--- config.mk ---
export PLATFORM = sky130hd
export DESIGN_NAME = rtcc_ctrl
export DESIGN_NICKNAME = d
export VERILOG_FILES = /design/src/rtl/rtcc_pkg.sv /design/src/rtl/rtcc_ctrl.sv
export VERILOG_INCLUDE_DIRS = /design/src /design/src/rtl
export SDC_FILE = /design/constraint.sdc
export NUM_CORES = 1
export LEC_CHECK = 0
export BUFFER_PORTS_ARGS = -buffer_cell sky130_fd_sc_hd__buf_2
export CAP_MARGIN = 5
export CELL_PAD_IN_SITES_DETAIL_PLACEMENT = 0
export CELL_PAD_IN_SITES_GLOBAL_PLACEMENT = 1
export CORE_ASPECT_RATIO = 0.5
export CORE_MARGIN = 8
export CORE_UTILIZATION = 25
export DETAILED_ROUTE_END_ITERATION = 7
export PLACE_DENSITY = 0.55
export RECOVER_POWER = 100
export SYNTH_ARGS = -nofsm -noshare
export SYNTH_HDL_FRONTEND = slang
export SYNTH_SLANG_ARGS = --single-unit
--- constraint.sdc ---
create_clock -name clk_sys_in -period 7.9 [get_ports clk_sys_in]
set_clock_uncertainty 0.1 [all_clocks]
set_input_delay 1.185 -clock clk_sys_in [delete_from_list [all_inputs] [get_ports clk_sys_in]]
set_output_delay 1.185 -clock clk_sys_in [all_outputs]
set_load 0.005 [all_outputs]
--- src/rtl/rtcc_params.svh ---
`ifndef RTCC_PARAMS_SVH
`define RTCC_PARAMS_SVH

// ----------------------------------------------------------------
// register map and reset values
// ----------------------------------------------------------------
`define RTCC_ADDR_CTL1 4'he
`define RTCC_ADDR_CTL2 4'hf
`define RTCC_CTL1_RST 8'h00
`define RTCC_RDATA_RST 8'h00

// ----------------------------------------------------------------
// crystal rates, tick counts and timing figures
// ----------------------------------------------------------------
`define RTCC_XTAL_HZ_HI 64'd32768
`define RTCC_XTAL_HZ_LO 64'd32000
`define RTCC_SEC_LAST_HI 16'h7fff
`define RTCC_SEC_LAST_LO 16'h7cff
`define RTCC_HALF_MS_HI 64'd500
`define RTCC_HALF_MS_LO 64'd496
`define RTCC_LAG_NS_HI 64'd92000
`define RTCC_LAG_NS_LO 64'd94000
`define RTCC_TRIM_PERIOD_S 5'd20
`define RTCC_ADJ_US_HI 122
`define RTCC_ADJ_US_LO 125

// ----------------------------------------------------------------
// time compare values
// ----------------------------------------------------------------
`define RTCC_SEC_HALF 7'h30
`define RTCC_BCD_ZERO7 7'h00
`define RTCC_HOUR_MID24 6'h00
`define RTCC_HOUR_MID12 6'h12
`define RTCC_DAY_FIRST 6'h01

`endif

--- src/rtl/rtcc_pkg.sv ---
package rtcc_pkg;

    // periodic output selection codes
    typedef enum logic [2:0] {
        RTCC_PER_OFF = 3'h0,
        RTCC_PER_LOW = 3'h1,
        RTCC_PER_2HZ = 3'h2,
        RTCC_PER_1HZ = 3'h3,
        RTCC_PER_SEC = 3'h4,
        RTCC_PER_MIN = 3'h5,
        RTCC_PER_HOUR = 3'h6,
        RTCC_PER_MONTH = 3'h7
    } rtcc_per_t;

    // first control register layout
    typedef struct packed {
        logic alarm_a_enable;
        logic alarm_b_enable;
        logic route_sel_hi;
        logic route_sel_lo;
        logic test;
        rtcc_per_t periodic_sel;
    } rtcc_ctl1_t;

    // second control register layout; bit 4 is adjust on write
    typedef struct packed {
        logic [1:0] rsvd;
        logic fmt_24h;
        logic adj_or_halt;
        logic clkout_disable;
        logic periodic_flag;
        logic alarm_a_flag;
        logic alarm_b_flag;
    } rtcc_ctl2_t;

    // current counter values, bcd
    typedef struct packed {
        logic [6:0] sec;
        logic [6:0] min;
        logic [5:0] hour;
        logic [5:0] day;
    } rtcc_time_t;

endpackage : rtcc_pkg

--- src/rtl/rtcc_ctrl.sv ---
// Overview of operation
// (RL1) first control register at Eh, halt clears
// (RL2) alarm enable gates its match action
// (RL3) routing code moves alarm B, periodic to B
// (RL4) single-output host writes routing bits zero
// (RL5) host keeps test bit zero
// (RL6) code 000 output off, 001 held low
// (RL7) codes 010/011 give 2 Hz, 1 Hz square
// (RL8) level codes: second, minute, hour, month
// (RL9) level fall follows seconds increment
// (RL10) 32.000 kHz low phase 0.496 s
// (RL11) trimming corrects period every 20 seconds
// (RL12) falling edge lags increment about 92 us
// (RL13) second control register at Fh, halt state
// (RL14) format bit selects 12 or 24 hour
// (RL15) 12-hour hours: morning 12,01-11, pm bit5
// (RL16) host picks format before writing time
// (RL17) adjust below 30 clears seconds only
// (RL18) adjust from 30 also increments minutes
// (RL19) adjust completes within 122 us
// (RL20) adjust write-only, reads give halt flag
// (RL21) alarm flags cleared only by writing 0; code also clears them on halt and while the alarm enable is 0
// (RL22) level periodic flag cleared by writing 0
// (RL23) control two write clears halt flag
`include "rtcc_params.svh"
`timescale 1ns/1ps
`default_nettype none

module rtcc_ctrl
    import rtcc_pkg::*;
(
    input wire logic clk_sys_in,           // 125 MHz system clock
    input wire logic sys_rst_in,           // async reset, active high
    input wire logic osc_clk_in,           // crystal clock, async
    input wire logic osc_halt_in,          // halt detector, async
    input wire logic xtal_lo_sel_in,       // 1: 32.000 kHz crystal
    input wire logic trim_en_in,           // time trimming active
    input wire logic [7:0] trim_step_in,   // signed tick correction
    input wire logic [3:0] reg_addr_in,    // internal address
    input wire logic reg_wr_in,            // write strobe
    input wire logic [7:0] reg_wdata_in,   // write data
    output logic [7:0] reg_rdata_out,      // read data, one cycle late
    input wire rtcc_time_t time_in,        // current counter values
    input wire logic alarm_a_match_in,     // alarm a match pulse
    input wire logic alarm_b_match_in,     // alarm b match pulse
    output logic sec_tick_out,             // seconds increment pulse
    output logic sec_clear_out,            // adjust: seconds to 00
    output logic min_inc_out,              // adjust: minutes plus one
    output logic format_24h_out,           // 1: 24-hour counting
    output logic irq_a_out,                // output a level, open drain
    output logic irq_a_oe_n_out,           // output a enable, low drives
    output logic irq_b_out,                // output b level, open drain
    output logic irq_b_oe_n_out            // output b enable, low drives
);

    // ------------------------------------------------------------
    // derived tick counts
    // ------------------------------------------------------------
    localparam logic [15:0] HALF_HI =
        16'((`RTCC_XTAL_HZ_HI * `RTCC_HALF_MS_HI) / 64'd1000);
    localparam logic [15:0] HALF_LO =
        16'((`RTCC_XTAL_HZ_LO * `RTCC_HALF_MS_LO) / 64'd1000);
    // lag figures are approximate, so round to nearest tick
    localparam logic [15:0] LAG_HI = 16'((`RTCC_XTAL_HZ_HI *
        `RTCC_LAG_NS_HI + 64'd500000000) / 64'd1000000000);
    localparam logic [15:0] LAG_LO = 16'((`RTCC_XTAL_HZ_LO *
        `RTCC_LAG_NS_LO + 64'd500000000) / 64'd1000000000);

    // ------------------------------------------------------------
    // declarations
    // ------------------------------------------------------------
    logic osc_meta_reg, osc_sync_reg, osc_prev_reg, osc_rise;
    logic halt_meta_reg, halt_sync_reg, sec_wrap, lvl_evt, lvl_match;
    logic [15:0] pre_reg, pre_last, half, lag, q1, q2;
    logic [4:0] trim_sec_reg;
    logic in_1hz_low, in_2hz_low, level_mode, wr_ctl1, wr_ctl2, adj_go;
    logic fmt_reg, osc_halt_flag_reg, clkout_disable_reg, periodic_flag_reg, alarm_a_flag_reg, alarm_b_flag_reg;
    logic per_act_reg, per_act_next, a_low, b_low;
    rtcc_ctl1_t ctl1_reg;
    rtcc_ctl2_t wr2;

    // ------------------------------------------------------------
    // synchronisers and crystal edge detect
    // ------------------------------------------------------------
    // the crystal and halt detector are asynchronous to clk_sys_in
    always_ff @(posedge clk_sys_in or posedge sys_rst_in)
    begin
        if (sys_rst_in)
        begin
            osc_meta_reg <= 1'b0;
            osc_sync_reg <= 1'b0;
            osc_prev_reg <= 1'b0;
            halt_meta_reg <= 1'b0;
            halt_sync_reg <= 1'b0;
        end
        else
        begin
            osc_meta_reg <= osc_clk_in;
            osc_sync_reg <= osc_meta_reg;
            osc_prev_reg <= osc_sync_reg;
            halt_meta_reg <= osc_halt_in;
            halt_sync_reg <= halt_meta_reg;
        end
    end

    assign osc_rise = osc_sync_reg & ~osc_prev_reg;

    // ------------------------------------------------------------
    // register decode
    // ------------------------------------------------------------
    assign wr_ctl1 = reg_wr_in && (reg_addr_in == `RTCC_ADDR_CTL1);
    assign wr_ctl2 = reg_wr_in && (reg_addr_in == `RTCC_ADDR_CTL2);
    assign wr2 = rtcc_ctl2_t'(reg_wdata_in);
    assign adj_go = wr_ctl2 && wr2.adj_or_halt;

    // ------------------------------------------------------------
    // sub-second prescaler
    // ------------------------------------------------------------
    // (RL10) phase lengths per crystal
    assign half = xtal_lo_sel_in ? HALF_LO : HALF_HI;
    // (RL12) fall lag behind increment
    assign lag = xtal_lo_sel_in ? LAG_LO : LAG_HI;

    // (RL11) once per 20 s trim term
    always_comb
    begin
        pre_last = xtal_lo_sel_in ? `RTCC_SEC_LAST_LO
                                  : `RTCC_SEC_LAST_HI;
        if (trim_en_in &&
            (trim_sec_reg == `RTCC_TRIM_PERIOD_S - 5'd1))
        begin
            pre_last = pre_last + {{8{trim_step_in[7]}}, trim_step_in};
        end
    end

    assign sec_wrap = osc_rise && (pre_reg == pre_last);
    assign q1 = half >> 1;
    assign q2 = (pre_last + 16'd1 - half) >> 1;

    // prescaler counts crystal edges within the second
    always_ff @(posedge clk_sys_in or posedge sys_rst_in)
    begin
        if (sys_rst_in)
            pre_reg <= 16'h0000;
        // (RL17) adjust clears the prescaler
        else if (adj_go || sec_wrap)
            pre_reg <= 16'h0000;
        else if (osc_rise)
            pre_reg <= pre_reg + 16'd1;
    end

    // counts seconds toward the next trimmed one
    always_ff @(posedge clk_sys_in or posedge sys_rst_in)
    begin
        if (sys_rst_in)
            trim_sec_reg <= 5'd0;
        else if (sec_wrap)
            trim_sec_reg <= (trim_sec_reg == `RTCC_TRIM_PERIOD_S - 5'd1) ?
                            5'd0 : trim_sec_reg + 5'd1;
    end

    // ------------------------------------------------------------
    // counter strobes
    // ------------------------------------------------------------
    // adjust acts at once, far inside its budget; no crystal wait
    always_ff @(posedge clk_sys_in or posedge sys_rst_in)
    begin
        if (sys_rst_in)
        begin
            sec_tick_out <= 1'b0;
            sec_clear_out <= 1'b0;
            min_inc_out <= 1'b0;
        end
        else
        begin
            sec_tick_out <= sec_wrap && !adj_go;
            // (RL19) adjust completes promptly
            sec_clear_out <= adj_go;
            // (RL18) carry into minutes
            min_inc_out <= adj_go && (time_in.sec >= `RTCC_SEC_HALF);
        end
    end

    // ------------------------------------------------------------
    // periodic waveform generation
    // ------------------------------------------------------------
    // (RL7) square wave windows
    assign in_1hz_low = (pre_reg >= lag) && (pre_reg < half + lag);
    assign in_2hz_low = ((pre_reg >= lag) && (pre_reg < lag + q1)) ||
                        ((pre_reg >= half + lag) &&
                         (pre_reg < half + lag + q2));
    assign level_mode = ctl1_reg.periodic_sel[2];
    // (RL9) level event after increment
    assign lvl_evt = osc_rise && (pre_reg == lag - 16'd1);

    // (RL8) level mode match conditions
    always_comb
    begin
        case (ctl1_reg.periodic_sel)
            RTCC_PER_SEC: lvl_match = 1'b1;
            RTCC_PER_MIN: lvl_match = (time_in.sec == `RTCC_BCD_ZERO7);
            RTCC_PER_HOUR: lvl_match = (time_in.sec == `RTCC_BCD_ZERO7) &&
                           (time_in.min == `RTCC_BCD_ZERO7);
            // (RL15) midnight reads 12 in 12-hour
            RTCC_PER_MONTH: lvl_match = (time_in.sec == `RTCC_BCD_ZERO7) &&
                            (time_in.min == `RTCC_BCD_ZERO7) &&
                            (time_in.day == `RTCC_DAY_FIRST) &&
                            (time_in.hour == (fmt_reg ?
                             `RTCC_HOUR_MID24 : `RTCC_HOUR_MID12));
            default: lvl_match = 1'b0;
        endcase
    end

    // pin state for the periodic source, high means pulled low
    always_comb
    begin
        case (ctl1_reg.periodic_sel)
            // (RL6) off and fixed low
            RTCC_PER_OFF: per_act_next = 1'b0;
            RTCC_PER_LOW: per_act_next = 1'b1;
            RTCC_PER_2HZ: per_act_next = in_2hz_low;
            RTCC_PER_1HZ: per_act_next = in_1hz_low;
            default: per_act_next = periodic_flag_reg;
        endcase
    end

    // ------------------------------------------------------------
    // control register one
    // ------------------------------------------------------------
    // (RL1) halt clears the whole register
    always_ff @(posedge clk_sys_in or posedge sys_rst_in)
    begin
        if (sys_rst_in)
            ctl1_reg <= rtcc_ctl1_t'(`RTCC_CTL1_RST);
        else if (halt_sync_reg)
            ctl1_reg <= rtcc_ctl1_t'(`RTCC_CTL1_RST);
        else if (wr_ctl1)
            ctl1_reg <= rtcc_ctl1_t'(reg_wdata_in);
    end

    // ------------------------------------------------------------
    // control register two: format, halt, clock disable
    // ------------------------------------------------------------
    // (RL14) format bit survives a halt on purpose
    always_ff @(posedge clk_sys_in or posedge sys_rst_in)
    begin
        if (sys_rst_in)
            fmt_reg <= 1'b0;
        else if (wr_ctl2)
            fmt_reg <= wr2.fmt_24h;
    end

    // (RL13) halt flag set, clock enabled
    always_ff @(posedge clk_sys_in or posedge sys_rst_in)
    begin
        if (sys_rst_in)
        begin
            osc_halt_flag_reg <= 1'b1;
            clkout_disable_reg <= 1'b0;
        end
        else if (halt_sync_reg)
        begin
            osc_halt_flag_reg <= 1'b1;
            clkout_disable_reg <= 1'b0;
        end
        // (RL23) any write clears halt flag
        else if (wr_ctl2)
        begin
            osc_halt_flag_reg <= 1'b0;
            clkout_disable_reg <= wr2.clkout_disable;
        end
    end

    // ------------------------------------------------------------
    // flags: hardware set wins over a software clear
    // ------------------------------------------------------------
    // (RL2) match only counts when enabled
    // (RL21) writing 0 clears, 1 ignored
    always_ff @(posedge clk_sys_in or posedge sys_rst_in)
    begin
        if (sys_rst_in)
        begin
            alarm_a_flag_reg <= 1'b0;
            alarm_b_flag_reg <= 1'b0;
        end
        else if (halt_sync_reg)
        begin
            alarm_a_flag_reg <= 1'b0;
            alarm_b_flag_reg <= 1'b0;
        end
        else
        begin
            if (!ctl1_reg.alarm_a_enable)
                alarm_a_flag_reg <= 1'b0;
            else if (alarm_a_match_in)
                alarm_a_flag_reg <= 1'b1;
            else if (wr_ctl2 && !wr2.alarm_a_flag)
                alarm_a_flag_reg <= 1'b0;
            if (!ctl1_reg.alarm_b_enable)
                alarm_b_flag_reg <= 1'b0;
            else if (alarm_b_match_in)
                alarm_b_flag_reg <= 1'b1;
            else if (wr_ctl2 && !wr2.alarm_b_flag)
                alarm_b_flag_reg <= 1'b0;
        end
    end

    // pulse modes mirror the pin; level mode latches the event
    always_ff @(posedge clk_sys_in or posedge sys_rst_in)
    begin
        if (sys_rst_in)
            periodic_flag_reg <= 1'b0;
        else if (halt_sync_reg)
            periodic_flag_reg <= 1'b0;
        else if (!level_mode)
            periodic_flag_reg <= per_act_next;
        else if (lvl_evt && lvl_match)
            periodic_flag_reg <= 1'b1;
        // (RL22) level flag cleared by 0
        else if (wr_ctl2 && !wr2.periodic_flag)
            periodic_flag_reg <= 1'b0;
    end

    // ------------------------------------------------------------
    // output routing
    // ------------------------------------------------------------
    // (RL3) routing code selects output b
    assign a_low = alarm_a_flag_reg |
                   (alarm_b_flag_reg & ~ctl1_reg.route_sel_lo) |
                   (per_act_reg & ~ctl1_reg.route_sel_hi);
    assign b_low = (alarm_b_flag_reg & ctl1_reg.route_sel_lo) |
                   (per_act_reg & ctl1_reg.route_sel_hi) |
                   (~osc_sync_reg & ~clkout_disable_reg);

    // open-drain pins only ever drive low; periodic source staged here
    always_ff @(posedge clk_sys_in or posedge sys_rst_in)
    begin
        if (sys_rst_in)
        begin
            per_act_reg <= 1'b0;
            irq_a_out <= 1'b0;
            irq_b_out <= 1'b0;
            irq_a_oe_n_out <= 1'b1;
            irq_b_oe_n_out <= 1'b1;
            format_24h_out <= 1'b0;
        end
        else
        begin
            per_act_reg <= per_act_next;
            irq_a_out <= 1'b0;
            irq_b_out <= 1'b0;
            irq_a_oe_n_out <= ~a_low;
            irq_b_oe_n_out <= ~b_low;
            format_24h_out <= fmt_reg;
        end
    end

    // ------------------------------------------------------------
    // read back
    // ------------------------------------------------------------
    // (RL20) bit 4 returns the halt flag
    always_ff @(posedge clk_sys_in or posedge sys_rst_in)
    begin
        if (sys_rst_in)
            reg_rdata_out <= `RTCC_RDATA_RST;
        else if (reg_addr_in == `RTCC_ADDR_CTL1)
            reg_rdata_out <= ctl1_reg;
        else if (reg_addr_in == `RTCC_ADDR_CTL2)
            reg_rdata_out <= {2'b00, fmt_reg, osc_halt_flag_reg, clkout_disable_reg,
                              periodic_flag_reg, alarm_a_flag_reg, alarm_b_flag_reg};
        else
            reg_rdata_out <= `RTCC_RDATA_RST;
    end

endmodule : rtcc_ctrl

`default_nettype wire

==> flow_summary.toml <==
[final_layout]
final_layout_size_suffix_gt1_share_pct = 13.2
diodes = 0
post_layout_nonfiller_instances = 889
layout-area-overhead-vs-synth_pct = 14.9
final_util_pct = 29.1
largest_reg_flops = 16
final_nets = 738

[power]
leak_pwr_uw = 0.00251
peak_supply_drop_mv = 0.107
report.power.total_uw = 993
power_density_mw_per_mm2 = 176

[route]
post_drt_via_cell_ratio = 4.67
dr.first_iter.drc_count = 248
drc_violation_count_after_routing = 0
num_vias = 4151
post_drt_wl_per_cell_um = 15.3
1st_pass_router_iterations = 4
routed_wirelength_um = 13600
antenna_left = 0

[synthesis]
netlist.top_cell.by_area = "sky130_fd_sc_hd__dfrtp_1"
avgSynthCellArea_um2 = 8.83
postSynthCellCount = 556
share_of_yosys_cell_area_claimed_by_the_top_area_cell_type_pct = 26.5
post_synth_main_area_contributors = "sky130_fd_sc_hd__dfrtp_1, sky130_fd_sc_hd__ha_1, sky130_fd_sc_hd__nor2_1"
syn-cell-area_mm2 = 0.00491
async_flop_share_pct = 100
ys_dominant_reg_cell = "sky130_fd_sc_hd__dfrtp_1"
yosys.cell_count.top_type = "sky130_fd_sc_hd__nor2_1"
ys_top_cells_by_count = "sky130_fd_sc_hd__nor2_1, sky130_fd_sc_hd__ha_1, sky130_fd_sc_hd__dfrtp_1"
yosysWarnings = 0
synth_edf_count = 0
synth_cell_types = 70
synth_seq_area_share_pct = 28.1
postSynthRegisterBits = 55

[placed_design]
dp.final_hpwl_um = 11200
placed_cells_incl_taps = 881
dp_slack_ps = 641
gp_routability_congestion = 0.796
port-buffer-count = 68

[setup_path]
crit_slowest_cell = "sky130_fd_sc_hd__or3b_1"
cp.required_ps = 7990
category_of_cells_accounting_for_the_largest_share_of_critical_path_delay = "compound AO/OA/AOI/OAI gates"
arrival_ps = 7030
critPathBufInv = 3
critPathMaxStageDelay_ps = 440
worst-setup-path-type = "input pin to flip-flop"
crit_path_max_fanout = 8
worst_setup_path_end_kind = "flip-flop"
crit_path_frequent_cell = "sky130_fd_sc_hd__ha_1"
worstSetupStartpointType = "input pin"

[cts]
cts-root-buf = "sky130_fd_sc_hd__clkbuf_16"
tritoncts.num_buffers = 5
h-tree-depth = 2
tritoncts = "done"
clock_buffer_depth = 2
cts_num_sinks = 55
clock_insertion_delay_worst_skew_ps = 290
postCtsSetupBuffers = 0
holdBufCountCts = 0
cts_resized = 0
cts_clk_pin_slew_worst_paths_ps = 80

[global_routing]
number_of_global_route_vias_before_repair = 4166
grt.overflow.total = 0
antenna_violations_before_repair = 0
grt_first_pass_wirelength_um = 22800
grt_max_degree = 56
groute.usage.overall_pct = 11.1

[sta]
setup_viol = 0
timing.final.crit_period_ps = 6940
final_worst_path_period_share_pct = 87.9
timing.final.ws_setup_ps = 957
maxClockFrequency_mhz = 144
rsz0062_at_grt = "false"
final-max-slew-violation-count = 56
fin_tns_setup_ps = 0
slew_headroom_pct = -106
tightestPinTransition_ps = 3080
hold_viol_final = 0

[floorplan]
core_area_mm2 = 0.0194
design.die.area_mm2 = 0.0247
floorplan.die.width_um = 214
die_height_um = 115
pin_count = 71
floorplan.rows = 36
start_util_pct = 25.3

[worst_hold_path]
tightest_hold_check_type = "flip-flop to flip-flop"

[job]
maxCapViolCount = 1

[status]
violations = "capacitance limit, slew limit"
status = "complete, but fails checks"
[layout make-up]
type	instances	area, µm²
multi-input cells	454	3300
clock inverters	2	17.5
clock buffers	6	129
well taps	266	333
flip-flops and latches	55	1380
repair buffers	73	354
fillers	2099	13700
inverters	33	124
[cells by family (layout without fill, tap and decap cells)]
logic type / Yosys count / in the layout / synth area share (%)
and+or+nand+nor: 208 / 208 / 21.8
other: 1 / 2 / 0.0764
buffers and inverters: 48 / 114 / 4.61
adders and majority gates: 61 / 61 / 15.5
muxes: 21 / 21 / 4.46
DFF: 55 / 55 / 28.1
xor gates and xnor gates: 55 / 55 / 10.1
AOI/OAI and AO/OA: 107 / 107 / 15.3
[worst reg2reg max path, delay by kind of cell, from the launching register on]
family                     cells  cell delay [ps]
buffers and inverters          1              110
adders and majority gates      4             1170
DFF                            1              400
AOI/OAI and AO/OA             11             2080
xor gates and xnor gates       2              250
and+or+nand+nor               10             2290
[through the flow]
stage | hold slack, ps | area, µm²
2_1_floorplan | 231 | 4910
3_3_place_gp | 234 | 5520
3_5_place_dp | 235 | 5520
4_1_cts | 254 | 5670
5_1_grt | 267 | 5640
6_report | 252 | 5640
[placed cells by master (no fill, tap or decap), types with 4 or more instances in the layout]
cell type	netlist	final
sky130_fd_sc_hd__mux2i_1	17	17
sky130_fd_sc_hd__and3_1	8	8
sky130_fd_sc_hd__a21o_1	8	8
sky130_fd_sc_hd__nor2_1	68	68
sky130_fd_sc_hd__dfrtp_1	52	52
sky130_fd_sc_hd__nand2b_1	5	5
sky130_fd_sc_hd__o311ai_0	4	4
sky130_fd_sc_hd__or3_1	8	8
sky130_fd_sc_hd__xor2_1	27	27
sky130_fd_sc_hd__nor3b_1	6	6
sky130_fd_sc_hd__nand3_1	16	16
sky130_fd_sc_hd__clkbuf_16	0	5
sky130_fd_sc_hd__ha_1	61	61
sky130_fd_sc_hd__and2_1	6	4
sky130_fd_sc_hd__buf_2	3	55
sky130_fd_sc_hd__nor4_1	6	6
sky130_fd_sc_hd__a21oi_1	24	24
sky130_fd_sc_hd__xnor2_1	27	27
sky130_fd_sc_hd__o21ai_0	17	17
sky130_fd_sc_hd__o31ai_1	4	4
sky130_fd_sc_hd__nor3_1	13	13
sky130_fd_sc_hd__a211oi_1	8	8
sky130_fd_sc_hd__nand4_1	9	9
sky130_fd_sc_hd__nand2_1	34	34
sky130_fd_sc_hd__o21a_1	6	6
sky130_fd_sc_hd__or4_1	6	6
sky130_fd_sc_hd__inv_1	33	33
sky130_fd_sc_hd__clkbuf_1	6	16
sky130_fd_sc_hd__nor2b_1	6	6
[power by group]
group,switching (µW),internal [µW]
Clock,103,120
Combinational,195,173
Sequential,84.8,317
[metal layers]
layer,global-route usage (%),routed length [µm],share of wire (%)
met1,15.5,7040,52
met2,18.7,6040,44
met3,1.21,436,3.2
met4,1.91,115,0.84
met5,0,0,0
[path summary, 6_finish.rpt]
check / cells after the start / slack [ps] / from / to
max: 30 / 960 / trim_step_in[0] / periodic_flag_reg$_DFFE_PP0P_
min: 0 / 250 / osc_meta_reg$_DFF_PP0_ / osc_sync_reg$_DFF_PP0_
max in group asynchronous: 3 / 3990 / sys_rst_in / pre_reg[4]$_DFFE_PP0P_
max reg2reg: 28 / 1380 / trim_sec_reg[0]$_DFFE_PP0P_ / periodic_flag_reg$_DFFE_PP0P_
min reg2reg: 0 / 250 / osc_meta_reg$_DFF_PP0_ / osc_sync_reg$_DFF_PP0_
min in group asynchronous: 3 / 1960 / sys_rst_in / periodic_flag_reg$_DFFE_PP0P_
Power figures use the tool's default switching activity.
